<file path="config.mk">
export PLATFORM = sky130hd
export DESIGN_NAME = qpc_counter
export DESIGN_NICKNAME = d
export VERILOG_FILES = /design/src/verilog/qpc_pkg.sv /design/src/verilog/qpc_counter.sv /design/src/verilog/qpc_step_decode.sv
export SDC_FILE = /design/constraint.sdc
export NUM_CORES = 1
export LEC_CHECK = 0
export CAP_MARGIN = 10
export CELL_PAD_IN_SITES_DETAIL_PLACEMENT = 2
export CELL_PAD_IN_SITES_GLOBAL_PLACEMENT = 2
export CORE_MARGIN = 2
export CORE_UTILIZATION = 43
export CTS_BUF_LIST = sky130_fd_sc_hd__clkbuf_4
export DETAILED_ROUTE_END_ITERATION = 8
export DONT_BUFFER_PORTS = 1
export PLACE_DENSITY = 0.89
export SLEW_MARGIN = 20
export SYNTH_ARGS = -nofsm -noshare
export SYNTH_HDL_FRONTEND = slang
export SYNTH_HIERARCHICAL = 1
export SYNTH_SLANG_ARGS = --single-unit
</file>
<file path="constraint.sdc">
create_clock -name clk_sys -period 5.2 [get_ports clk_sys]
set_input_delay 0.26 -clock clk_sys [delete_from_list [all_inputs] [get_ports clk_sys]]
set_output_delay 0.26 -clock clk_sys [all_outputs]
set_load 0.1 [all_outputs]
</file>
<file path="src/verilog/qpc_pkg.sv">
// package for the quadrature position counter: register map, fields, reset values
// assumes a single 40 MHz system clock and a plain strobe register port
package qpc_pkg;
	localparam int CLK_PERIOD_NS = 25;
	localparam int ADDR_W = 4;
	localparam int DATA_W = 32;
	// ---------------------------------------------------------------
	// register offsets
	// ---------------------------------------------------------------
	localparam logic [3:0] REG_CTRL = 4'h0;
	localparam logic [3:0] REG_COUNT = 4'h1;
	localparam logic [3:0] REG_STATUS = 4'h2;
	localparam logic [3:0] REG_MASK = 4'h3;
	// ---------------------------------------------------------------
	// control fields
	// ---------------------------------------------------------------
	localparam int CTRL_RUN_BIT = 0;
	localparam int CTRL_START_BIT = 1;
	localparam int CTRL_SIZE_LO = 2;
	localparam int CTRL_RES_LO = 4;
	localparam int CTRL_INDEX_BIT = 6;
	// ---------------------------------------------------------------
	// status and mask bit positions
	// ---------------------------------------------------------------
	localparam int EV_WRAP_HIGH = 0;
	localparam int EV_WRAP_LOW = 1;
	localparam int EV_INDEX = 2;
	localparam int EV_ILLEGAL = 3;
	localparam int EV_N = 4;
	localparam logic [7:0] EV_FIXED_32 = 8'h07;
	localparam logic [7:0] MASK_RESET = 8'h00;
	localparam logic [31:0] COUNT_RESET = 32'h0000_0000;
	typedef enum logic [1:0] {
		QPC_SIZE_8 = 2'h0,
		QPC_SIZE_16 = 2'h1,
		QPC_SIZE_32 = 2'h2
	} qpc_size_t;
	typedef enum logic [1:0] {
		QPC_RES_1X = 2'h0,
		QPC_RES_2X = 2'h1,
		QPC_RES_4X = 2'h2
	} qpc_res_t;
	typedef struct packed {
		logic [ADDR_W-1:0] addr;
		logic [DATA_W-1:0] wdata;
		logic wr;
		logic rd;
	} qpc_bus_req_t;
	typedef struct packed {
		logic phase_a;
		logic phase_b;
		logic index;
	} qpc_phase_t;
	typedef struct packed {
		logic up;
		logic down;
		logic illegal;
	} qpc_step_t;
endpackage

</file>
<file path="src/verilog/qpc_counter.sv">
// quadrature position counter: phase sampling, signed count, events, interrupt, register port
// assumes inputs synchronous to clk_sys; register port with one-cycle read latency
//
// Design decisions made here: the address map and the address-and-strobe port.
`timescale 1ns/10ps
// Notes on behaviour
// - start clears count, loads size, resolution and index enable, starts counting
// - count is signed 8, 16 or 32 bits; the 32-bit size keeps only 16 bits
// - B leading A counts upward
// - host may load any signed count value; in the 32-bit size the code keeps only its low 16 bits, sign-extended
// - events reported as bits of 8-bit status
// - illegal A/B change sets illegal flag
// - index clear sets index flag when enabled
// - 8-bit mask, one enables the interrupt
// - 32-bit size ignores writes to wrap/index enables
// - 32-bit size reads those enables as set
// - stop freezes counter and event generation
// - interrupt is OR of enabled status bits
// - read-only status, bits 0-3 defined
// - full resolution gives four counts per cycle
module qpc_counter
	import qpc_pkg::*;
(
	input wire logic clk_sys,
	input wire logic reset,
	input wire qpc_pkg::qpc_bus_req_t bus_req,
	input wire qpc_pkg::qpc_phase_t phase_in,
	output logic [31:0] rdata_q,
	output logic irq_q
);
	import qpc_pkg::*;
	// ---------------------------------------------------------------
	// state
	// ---------------------------------------------------------------
	logic run_q;
	logic index_en_q;
	qpc_size_t size_q;
	qpc_res_t res_q;
	logic [31:0] count_q;
	logic [31:0] count_d;
	logic [7:0] status_q;
	logic [EV_N-1:0] status_ev_q;
	logic [7:0] mask_q;
	logic [7:0] mask_view;
	logic [1:0] ab_q;
	logic primed_q;
	qpc_step_t step;
	logic wr_ctrl;
	logic wr_count;
	logic rd_status;
	logic start_cmd;
	logic index_hit;
	logic wrap_high;
	logic wrap_low;
	logic [EV_N-1:0] ev_set;
	logic [31:0] max_pos;
	logic [31:0] max_neg;
	logic [31:0] size_mask;
	assign wr_ctrl = bus_req.wr && bus_req.addr == REG_CTRL;
	assign wr_count = bus_req.wr && bus_req.addr == REG_COUNT;
	assign rd_status = bus_req.rd && bus_req.addr == REG_STATUS;
	assign start_cmd = wr_ctrl && bus_req.wdata[CTRL_START_BIT];
	// ---------------------------------------------------------------
	// configuration and control
	// ---------------------------------------------------------------
	always_ff @(posedge clk_sys or posedge reset) begin
		if (reset) begin
			run_q <= 1'b0;
			index_en_q <= 1'b0;
			size_q <= QPC_SIZE_8;
			res_q <= QPC_RES_1X;
		end else if (wr_ctrl) begin
			// start forces running; otherwise the run bit turns counting on or off
			run_q <= bus_req.wdata[CTRL_RUN_BIT] | bus_req.wdata[CTRL_START_BIT];
			index_en_q <= bus_req.wdata[CTRL_INDEX_BIT];
			size_q <= qpc_size_t'(bus_req.wdata[CTRL_SIZE_LO +: 2]);
			res_q <= qpc_res_t'(bus_req.wdata[CTRL_RES_LO +: 2]);
		end
	end
	always_comb begin
		case (size_q)
			QPC_SIZE_8: begin
				max_pos = 32'h0000_007f;
				max_neg = 32'hffff_ff80;
				size_mask = 32'h0000_00ff;
			end
			QPC_SIZE_16: begin
				max_pos = 32'h0000_7fff;
				max_neg = 32'hffff_8000;
				size_mask = 32'h0000_ffff;
			end
			default: begin
				// a 32-bit count keeps 16 hardware bits; software extends on each wrap
				max_pos = 32'h0000_7fff;
				max_neg = 32'hffff_8000;
				size_mask = 32'h0000_ffff;
			end
		endcase
	end
	// ---------------------------------------------------------------
	// phase sampling and stepping
	// ---------------------------------------------------------------
	always_ff @(posedge clk_sys or posedge reset) begin
		if (reset) begin
			ab_q <= 2'h0;
			primed_q <= 1'b0;
		end else begin
			ab_q <= {phase_in.phase_a, phase_in.phase_b};
			// first sample after start only seeds the previous value
			// a stop write drops priming at once so no step slips in after it
			primed_q <= run_q && !start_cmd &&
				!(wr_ctrl && !bus_req.wdata[CTRL_RUN_BIT]);
		end
	end
	qpc_step_decode u_step (
		.clk_sys(clk_sys),
		.reset(reset),
		.ab_prev(ab_q),
		.ab_now({phase_in.phase_a, phase_in.phase_b}),
		.res(res_q),
		.step(step)
	);
	assign index_hit = run_q && index_en_q && !phase_in.phase_a && !phase_in.phase_b &&
		phase_in.index;
	assign wrap_high = primed_q && step.up && count_q == max_pos;
	assign wrap_low = primed_q && step.down && count_q == max_neg;
	// ---------------------------------------------------------------
	// position counter
	// ---------------------------------------------------------------
	always_comb begin
		count_d = count_q;
		if (start_cmd) begin
			count_d = COUNT_RESET;
		end else if (wr_count) begin
			count_d = bus_req.wdata;
		end else if (index_hit) begin
			count_d = COUNT_RESET;
		end else if (wrap_high) begin
			count_d = max_neg;
		end else if (wrap_low) begin
			count_d = max_pos;
		end else if (primed_q && step.up) begin
			count_d = count_q + 32'h1;
		end else if (primed_q && step.down) begin
			count_d = count_q - 32'h1;
		end
	end
	always_ff @(posedge clk_sys or posedge reset) begin
		if (reset) begin
			count_q <= COUNT_RESET;
		end else begin
			// sign-extend from the active width so the value reads two's-complement
			case (size_q)
				QPC_SIZE_8: count_q <= {{24{count_d[7]}}, count_d[7:0]};
				default: count_q <= {{16{count_d[15]}}, count_d[15:0]};
			endcase
		end
	end
	// ---------------------------------------------------------------
	// events, mask and interrupt
	// ---------------------------------------------------------------
	assign ev_set[EV_WRAP_HIGH] = wrap_high && !wr_count && !start_cmd && !index_hit;
	assign ev_set[EV_WRAP_LOW] = wrap_low && !wr_count && !start_cmd && !index_hit;
	assign ev_set[EV_INDEX] = index_hit && !wr_count && !start_cmd;
	assign ev_set[EV_ILLEGAL] = primed_q && step.illegal;
	generate
		for (genvar i = 0; i < EV_N; i++) begin : g_ev
			always_ff @(posedge clk_sys or posedge reset) begin
				if (reset) begin
					status_ev_q[i] <= 1'b0;
				end else if (ev_set[i]) begin
					status_ev_q[i] <= 1'b1;
				end else if (rd_status) begin
					status_ev_q[i] <= 1'b0;
				end
			end
		end
	endgenerate
	assign status_q = {4'h0, status_ev_q};
	always_ff @(posedge clk_sys or posedge reset) begin
		if (reset) begin
			mask_q <= MASK_RESET;
		end else if (bus_req.wr && bus_req.addr == REG_MASK) begin
			mask_q <= bus_req.wdata[7:0];
		end
	end
	// 32-bit size pins the wrap and index enables on, whatever was written
	assign mask_view = (size_q == QPC_SIZE_32) ? (mask_q | EV_FIXED_32) : mask_q;
	always_ff @(posedge clk_sys or posedge reset) begin
		if (reset) begin
			irq_q <= 1'b0;
		end else begin
			irq_q <= |(status_q & mask_view);
		end
	end
	// ---------------------------------------------------------------
	// register read port
	// ---------------------------------------------------------------
	always_ff @(posedge clk_sys or posedge reset) begin
		if (reset) begin
			rdata_q <= 32'h0000_0000;
		end else if (bus_req.rd) begin
			case (bus_req.addr)
				REG_CTRL: rdata_q <= {25'h0, index_en_q, res_q, size_q, 1'b0, run_q};
				REG_COUNT: rdata_q <= count_q;
				REG_STATUS: rdata_q <= {24'h0, status_q};
				REG_MASK: rdata_q <= {24'h0, mask_view};
				default: rdata_q <= 32'h0000_0000;
			endcase
		end else begin
			rdata_q <= 32'h0000_0000;
		end
	end
endmodule

</file>
<file path="src/verilog/qpc_step_decode.sv">
// quadrature step decoder: compares previous and current A/B samples
// assumes phase inputs already synchronous to clk_sys
`timescale 1ns/10ps
module qpc_step_decode
	import qpc_pkg::*;
(
	input wire logic clk_sys,
	input wire logic reset,
	input wire logic [1:0] ab_prev,
	input wire logic [1:0] ab_now,
	input wire qpc_pkg::qpc_res_t res,
	output qpc_pkg::qpc_step_t step
);
	logic fwd;
	logic rev;
	logic keep;
	// gray sequence 00 -> 01 -> 11 -> 10 -> 00 (B leads A, bit1=A, bit0=B... see below)
	always_comb begin
		// ab = {a,b}; forward (b leads a): 00->01->11->10->00
		fwd = (ab_prev == 2'h0 && ab_now == 2'h1) || (ab_prev == 2'h1 && ab_now == 2'h3) ||
			(ab_prev == 2'h3 && ab_now == 2'h2) || (ab_prev == 2'h2 && ab_now == 2'h0);
		rev = (ab_now == 2'h0 && ab_prev == 2'h1) || (ab_now == 2'h1 && ab_prev == 2'h3) ||
			(ab_now == 2'h3 && ab_prev == 2'h2) || (ab_now == 2'h2 && ab_prev == 2'h0);
		// lower resolutions count only on a subset of the edges
		case (res)
			QPC_RES_4X: keep = 1'b1;
			QPC_RES_2X: keep = (ab_prev == 2'h0) || (ab_prev == 2'h3);
			default: keep = (fwd && ab_prev == 2'h0) || (rev && ab_now == 2'h0);
		endcase
		step.up = fwd && keep;
		step.down = rev && keep;
		step.illegal = (ab_prev ^ ab_now) == 2'h3;
	end
endmodule
</file>
; Yosys cells after proc, flatten, opt, wreduce, memory -nomap -nowiden
; Index checks and enable logic that the tools add are counted.
[word_totals]
regBits = 86
in_bits = 43
output_inout_bits = 33
[op_classes]
addsub = 2
n_eq_ne = 15
mux = 19
n_bitwise = 3
reduce_logical = 62
[op_table]
columns = operator, n
row1 = case mux 32 bit (4 select lines), 1
row2 = two-way mux 16 bit, 7
row3 = two-way mux 32 bit, 2
row4 = logical AND 1 bit, 37
row5 = == test 32 x 15 -> 1 bit, 1
row6 = == test 32 bit, 1
row7 = two-way mux 15 bit, 2
row8 = "adder 16 x 1 -> 16 bit, second input constant", 1
row9 = "subtractor 16 x 1 -> 16 bit, second input constant", 1
row10 = "== test 2 bit, second input constant", 7
row11 = bitwise AND 4 x 8 -> 8 bit, 1
row12 = "== test 4 x 2 -> 1 bit, second input constant", 2
row13 = logical OR 1 bit, 8
row14 = nonzero test 2 bit, 4
row15 = nonzero test 8 bit, 1
row16 = OR reduction 8 bit, 1
row17 = logical NOT 1 bit, 7
row18 = "== test 2 x 1 -> 1 bit, second input constant", 3
row19 = logical NOT 2 bit, 3
row20 = two-way mux 1 bit, 5
row21 = "== test 4 x 1 -> 1 bit, second input constant", 1
row22 = logical NOT 4 bit, 1
row23 = two-way mux 3 bit, 1
row24 = case mux 1 bit (2 select lines), 1
row25 = other kinds (2), 2

; Longest topological paths before layout
[depth]
word_depth = 18
mapped_depth = 12

; By module
; The synthesis kept the hierarchy.
[modules_own_cells]
columns = module, instances, cells_per_inst, area_each_um2
row1 = qpc_counter, 1, 396, 3573.4
row2 = qpc_step_decode, 1, 26, 234.0

; Worst setup path before layout
; No wires, ideal clock.
[synth_path]
path_kind = reg-to-reg
start = register ab_q[0]
end = register count_q[11]
t_arrival_ps = 2468
required_ps = 5055
path_slack_ps = 2586
stages_incl_launch_ff = 12
path_buffers = 0
synth_period_minus_slack_ps = 2614
path_cell_list = dfrtp_1 inv_1 ha_1 mux4_2 o31ai_1 a21oi_1 nand3b_1 or3_1 o22ai_1 xor2_1 a21oi_4 o221ai_1
[synth_rtl]
columns = element, line_no
row1 = "start, declared", qpc_counter.sv:45  ; logic [1:0] ab_q;
row2 = "start signal, assigned", qpc_counter.sv:108  ; ab_q <= {phase_in.phase_a, phase_in.phase_b};
row3 = "end signal, assigned", qpc_counter.sv:154  ; QPC_SIZE_8: count_q <= {{24{count_d[7]}}, count_d[7:0]};
row4 = "end signal, assigned", qpc_counter.sv:155  ; default: count_q <= {{16{count_d[15]}}, count_d[15:0]};
row5 = "end, declared", qpc_counter.sv:39  ; logic [31:0] count_q;

==> results.py <==
metrics = {
    "run_status": {
        "outcome": "finished, violations left",
        "violations": "negative hold slack",
    },
    "synthesis": {
        "synth.net_count": 473,
        "ys_seq_elements": 54,
        "synth-main-ff-cell": "dfrtp_1",
        "yosys_warnings": 6,
        "synth_top_area_cell": "dfrtp_1",
        "syn_avg_cell_area_um2": 9.02,
        "ys_async_sr_fraction_pct": 100,
        "synth_top_cell_area_share_pct": 35.5,
        "ys_seq_area_share_pct": 35.5,
        "synthTopCellsByArea": "dfrtp_1 35%, nor2_1 4.6%, mux2_2 3.8%, buf_4 3.2%, a221o_1 2.6%",
        "syn_inst": 422,
        "synth_area_mm2": 0.00381,
        "ys_types": 68,
        "synth_edf_count": 0,
    },
    "drt": {
        "dr_total_vias": 3610,
        "routedWlPerCell_um": 28.9,
        "viasPerCell": 6.97,
        "wl_um": 15000,
        "drc": 0,
        "drt_iter0_markers": 314,
        "first_pass_iters": 5,
        "ant_nets": 0,
    },
    "power": {
        "sequentialPowerShare_pct": 50.1,
        "pwr-share-comb_pct": 36.4,
        "clockPowerShare_pct": 13.5,
        "power.leakage_uw": 0.00165,
        "p_switching_uw": 795,
        "powerDensity_mw_per_mm2": 392,
        "switching_share_pct": 50.2,
        "intPower_uw": 788,
        "ir_worst_vdd_mv": 0.145,
    },
    "worst_setup_path": {
        "crit_path_start_kind": "flop",
        "worstPathCellList": "inv_1 -> ha_1 -> mux2_1 -> o221ai_1 -> a21oi_1 -> nand3b_1 -> or3_1 -> o22ai_1 -> xor2_1 -> a21oi_4 -> o221ai_1",
        "critPathMaxStageDelay_ns": 0.57,
        "cp_data_required_time_ns": 5.47,
        "arrival_ns": 4.11,
        "worstSetupEndpointType": "flop",
        "rr_startpoint": "ab_q[0]",
        "critical_path.most_common_cell": "o221ai_1",
        "critPathKind": "reg2reg",
        "slowest_stage": "nand3b_1",
        "reg2reg_depth": 11,
        "crit_fanout": 12,
        "rr_endpoint": "count_q[11]",
        "r2r_slack_ns": 1.36,
    },
    "global_routing": {
        "use_met2_pct": 53.9,
        "grt_usage_pct": 30.9,
        "grt_pass1_vias": 4008,
        "grt.busiest_layer": "met2",
        "overflow": 0,
        "grt.met1_usage_pct": 37.8,
        "grt_util_met3_pct": 4.72,
        "grt_pass1_wl_um": 23100,
        "antenna_found_initial": 1,
        "grt_max_degree": 37,
    },
    "sta": {
        "setup-tns-final_ns": 0,
        "worstMarginPinSlew_ns": 1.02,
        "setup_violations": 0,
        "fmax_mhz": 260,
        "whs_ns": -0.000702,
        "period_share_pct": 73.8,
        "slew_violations": 0,
        "period_minus_slack_ns": 3.84,
        "report.final.hold_viol_count": 1,
        "slew_headroom_pct": 31.9,
        "rsz0062_at_grt": "false",
        "finClkSkew_ns": 0.0123,
    },
    "floorplan": {
        "die_w_um": 98.1,
        "die_y_um": 98.1,
        "initial_core_util_pct": 44.1,
        "io-pin-count": 76,
        "dieArea_mm2": 0.00962,
        "core_mm2": 0.00864,
        "rows": 34,
    },
    "placed_design": {
        "dpl.hpwl_um": 9480,
        "port_buffers": 0,
        "globalplace.congestion": 0.908,
    },
    "clocking": {
        "insertion_delay_ns": 0.41,
        "clk_pin_slew_ns": 0.18,
        "cts_tree": "yes",
        "clock-sinks": 54,
        "postCtsSetupBuffers": 0,
        "h-tree-depth": 2,
        "cts_buffers": 5,
        "cts_root_buffer": "clkbuf_4",
        "clock_path_buffers": 2,
    },
    "min_path": {
        "hold_class": "in2reg",
        "hold_depth": 2,
        "hold_path.startpoint": "bus_req[15]",
        "holdPathEnd": "count_q[13]",
    },
    "layout": {
        "utilization_pct": 46.8,
        "drive_gt1_share_pct": 11.2,
        "finalNetCount": 459,
        "multi_input_comb_area_mm2": 0.00218,
        "syn2layout_area_growth_pct": 6.05,
        "register_area_mm2": 0.00136,
        "fillCellCount": 944,
    },
    "flow_run": {
        "maxCapViolCount": 0,
    },
}
-- layout by cell type (no fill, tap or decap), types with 3 or more instances in the layout --
cell type	count
a211oi_1	10
a21oi_1	16
a221o_1	10
a22o_1	4
a22oi_1	5
a31oi_1	7
and2_1	12
and3_1	8
clkbuf_4	5
dfrtp_1	53
dlygate4sd3_1	19
ha_1	8
inv_1	6
mux2_2	13
mux2i_1	5
mux4_2	3
nand2_1	26
nand2b_1	3
nand3_1	19
nand4_1	10
nor2_1	46
nor2b_1	9
nor3_1	12
nor3b_1	4
nor4_1	4
o211ai_1	3
o21ai_0	15
o221ai_1	6
o31ai_1	3
or3_1	3
xnor2_1	4
xor2_1	7
-- metrics by stage --
stage	std cells	hold slack (ns)	worst slack (ns)	instance area (um2)	total power, uW
CTS	509	0.0000962	1.49	3940	1510
detailed placement	489	0.164	1.54	3760	1300
global route	518	0.00186	1.17	4040	1650
global placement	489	0.151	1.69	3760	1240
finish	518	-0.000702	1.36	4040	1580
floorplan	422	0.291	2.59	3810	1130
-- cell type report --
class                      count  area share (%)
multi-input combinational    316            54.0
sequential                    54            33.6
timing repair buffer          24            6.94
tap                          108            3.35
clock buffer                   5           0.930
inverter                       7           0.651
clock inverter                 3           0.496
antenna                        1          0.0620
-- cells in the mapped netlist, drive strengths merged, types with 4 or more instances --
master / n
and2: 12
a21oi: 19
inv: 7
ha: 8
and3: 8
mux2i: 5
nor2: 47
a22oi: 5
clkbuf: 19
dfrtp: 54
o221ai: 6
o21ai: 16
nor4: 5
nor3: 12
buf: 26
xor2: 7
a22o: 4
mux2: 14
a211oi: 10
xnor2: 4
a221o: 10
nor2b: 9
o31ai: 5
nor3b: 4
nand3: 19
a31oi: 7
nand2: 27
nand4: 10
-- cells by family (layout without fill, tap and decap cells) --
| logic type | count (synthesis) | after routing | synth area share (%) |
|---|---|---|---|
| multiplexers | 22 | 22 | 7.23 |
| AND/OR/NAND/NOR | 174 | 174 | 24.1 |
| XOR/XNOR | 11 | 11 | 2.53 |
| adder cells (fa/ha/maj) | 8 | 8 | 2.63 |
| AO/OA/AOI/OAI | 101 | 101 | 20.7 |
| buffers and inverters | 52 | 39 | 7.30 |
| flip-flops | 54 | 54 | 35.5 |
| other | 0 | 1 | 0 |
-- worst max-delay path, delay by kind of cell (launching register included) --
kind | cells | cell delay, ns
compound gates | 5 | 1.29
simple gates | 2 | 1.06
flops | 1 | 0.48
mux | 1 | 0.30
fa+ha+maj | 1 | 0.25
xor+xnor | 1 | 0.21
buf+inv | 1 | 0.10
-- metal layers --
metal / vias up / wire length [um]
met5: - / 0
met3: 57 / 873
li1: 1511 / -
met1: 1847 / 5980
met2: 195 / 7480
met4: 0 / 648
-- power by group through the flow --
| stage | sequential, uW | combinational [uW] | clock [uW] |
|---|---|---|---|
| 3_5_place_dp | 786 | 515 | 0 |
| 5_1_grt | 808 | 622 | 225 |
| 4_1_cts | 776 | 533 | 204 |
| 2_1_floorplan | 613 | 521 | 0 |
| 6_report | 794 | 576 | 214 |
| 3_3_place_gp | 774 | 468 | 0 |
-- sequential cells by signal, summed over array words and instances (netlist names) --
register,count
res_q,2
index_en_q,1
size_q,2
status_ev_q,4
irq_q,1
rdata_q,16
mask_q,8
primed_q,1
ab_q,2
count_q,16
run_q,1
-- what timing repair did --
item,in CTS,in global routing
gates resized for setup,0,0
endpoints found under the hold margin,35,8
hold buffers,12,7
-- worst max-delay path by stage --
stage	startpoint	to	slack (ns)	depth (start not counted)
2_1_floorplan	ab_q[0]	count_q[11]	2.59	11
3_3_place_gp	ab_q[0]	count_q[11]	1.69	11
3_5_place_dp	ab_q[0]	count_q[11]	1.54	11
4_1_cts	ab_q[0]	count_q[11]	1.49	11
5_1_grt	ab_q[0]	count_q[11]	1.17	11
6_report	ab_q[0]	count_q[11]	1.36	11
Power figures use the tool's default switching activity.
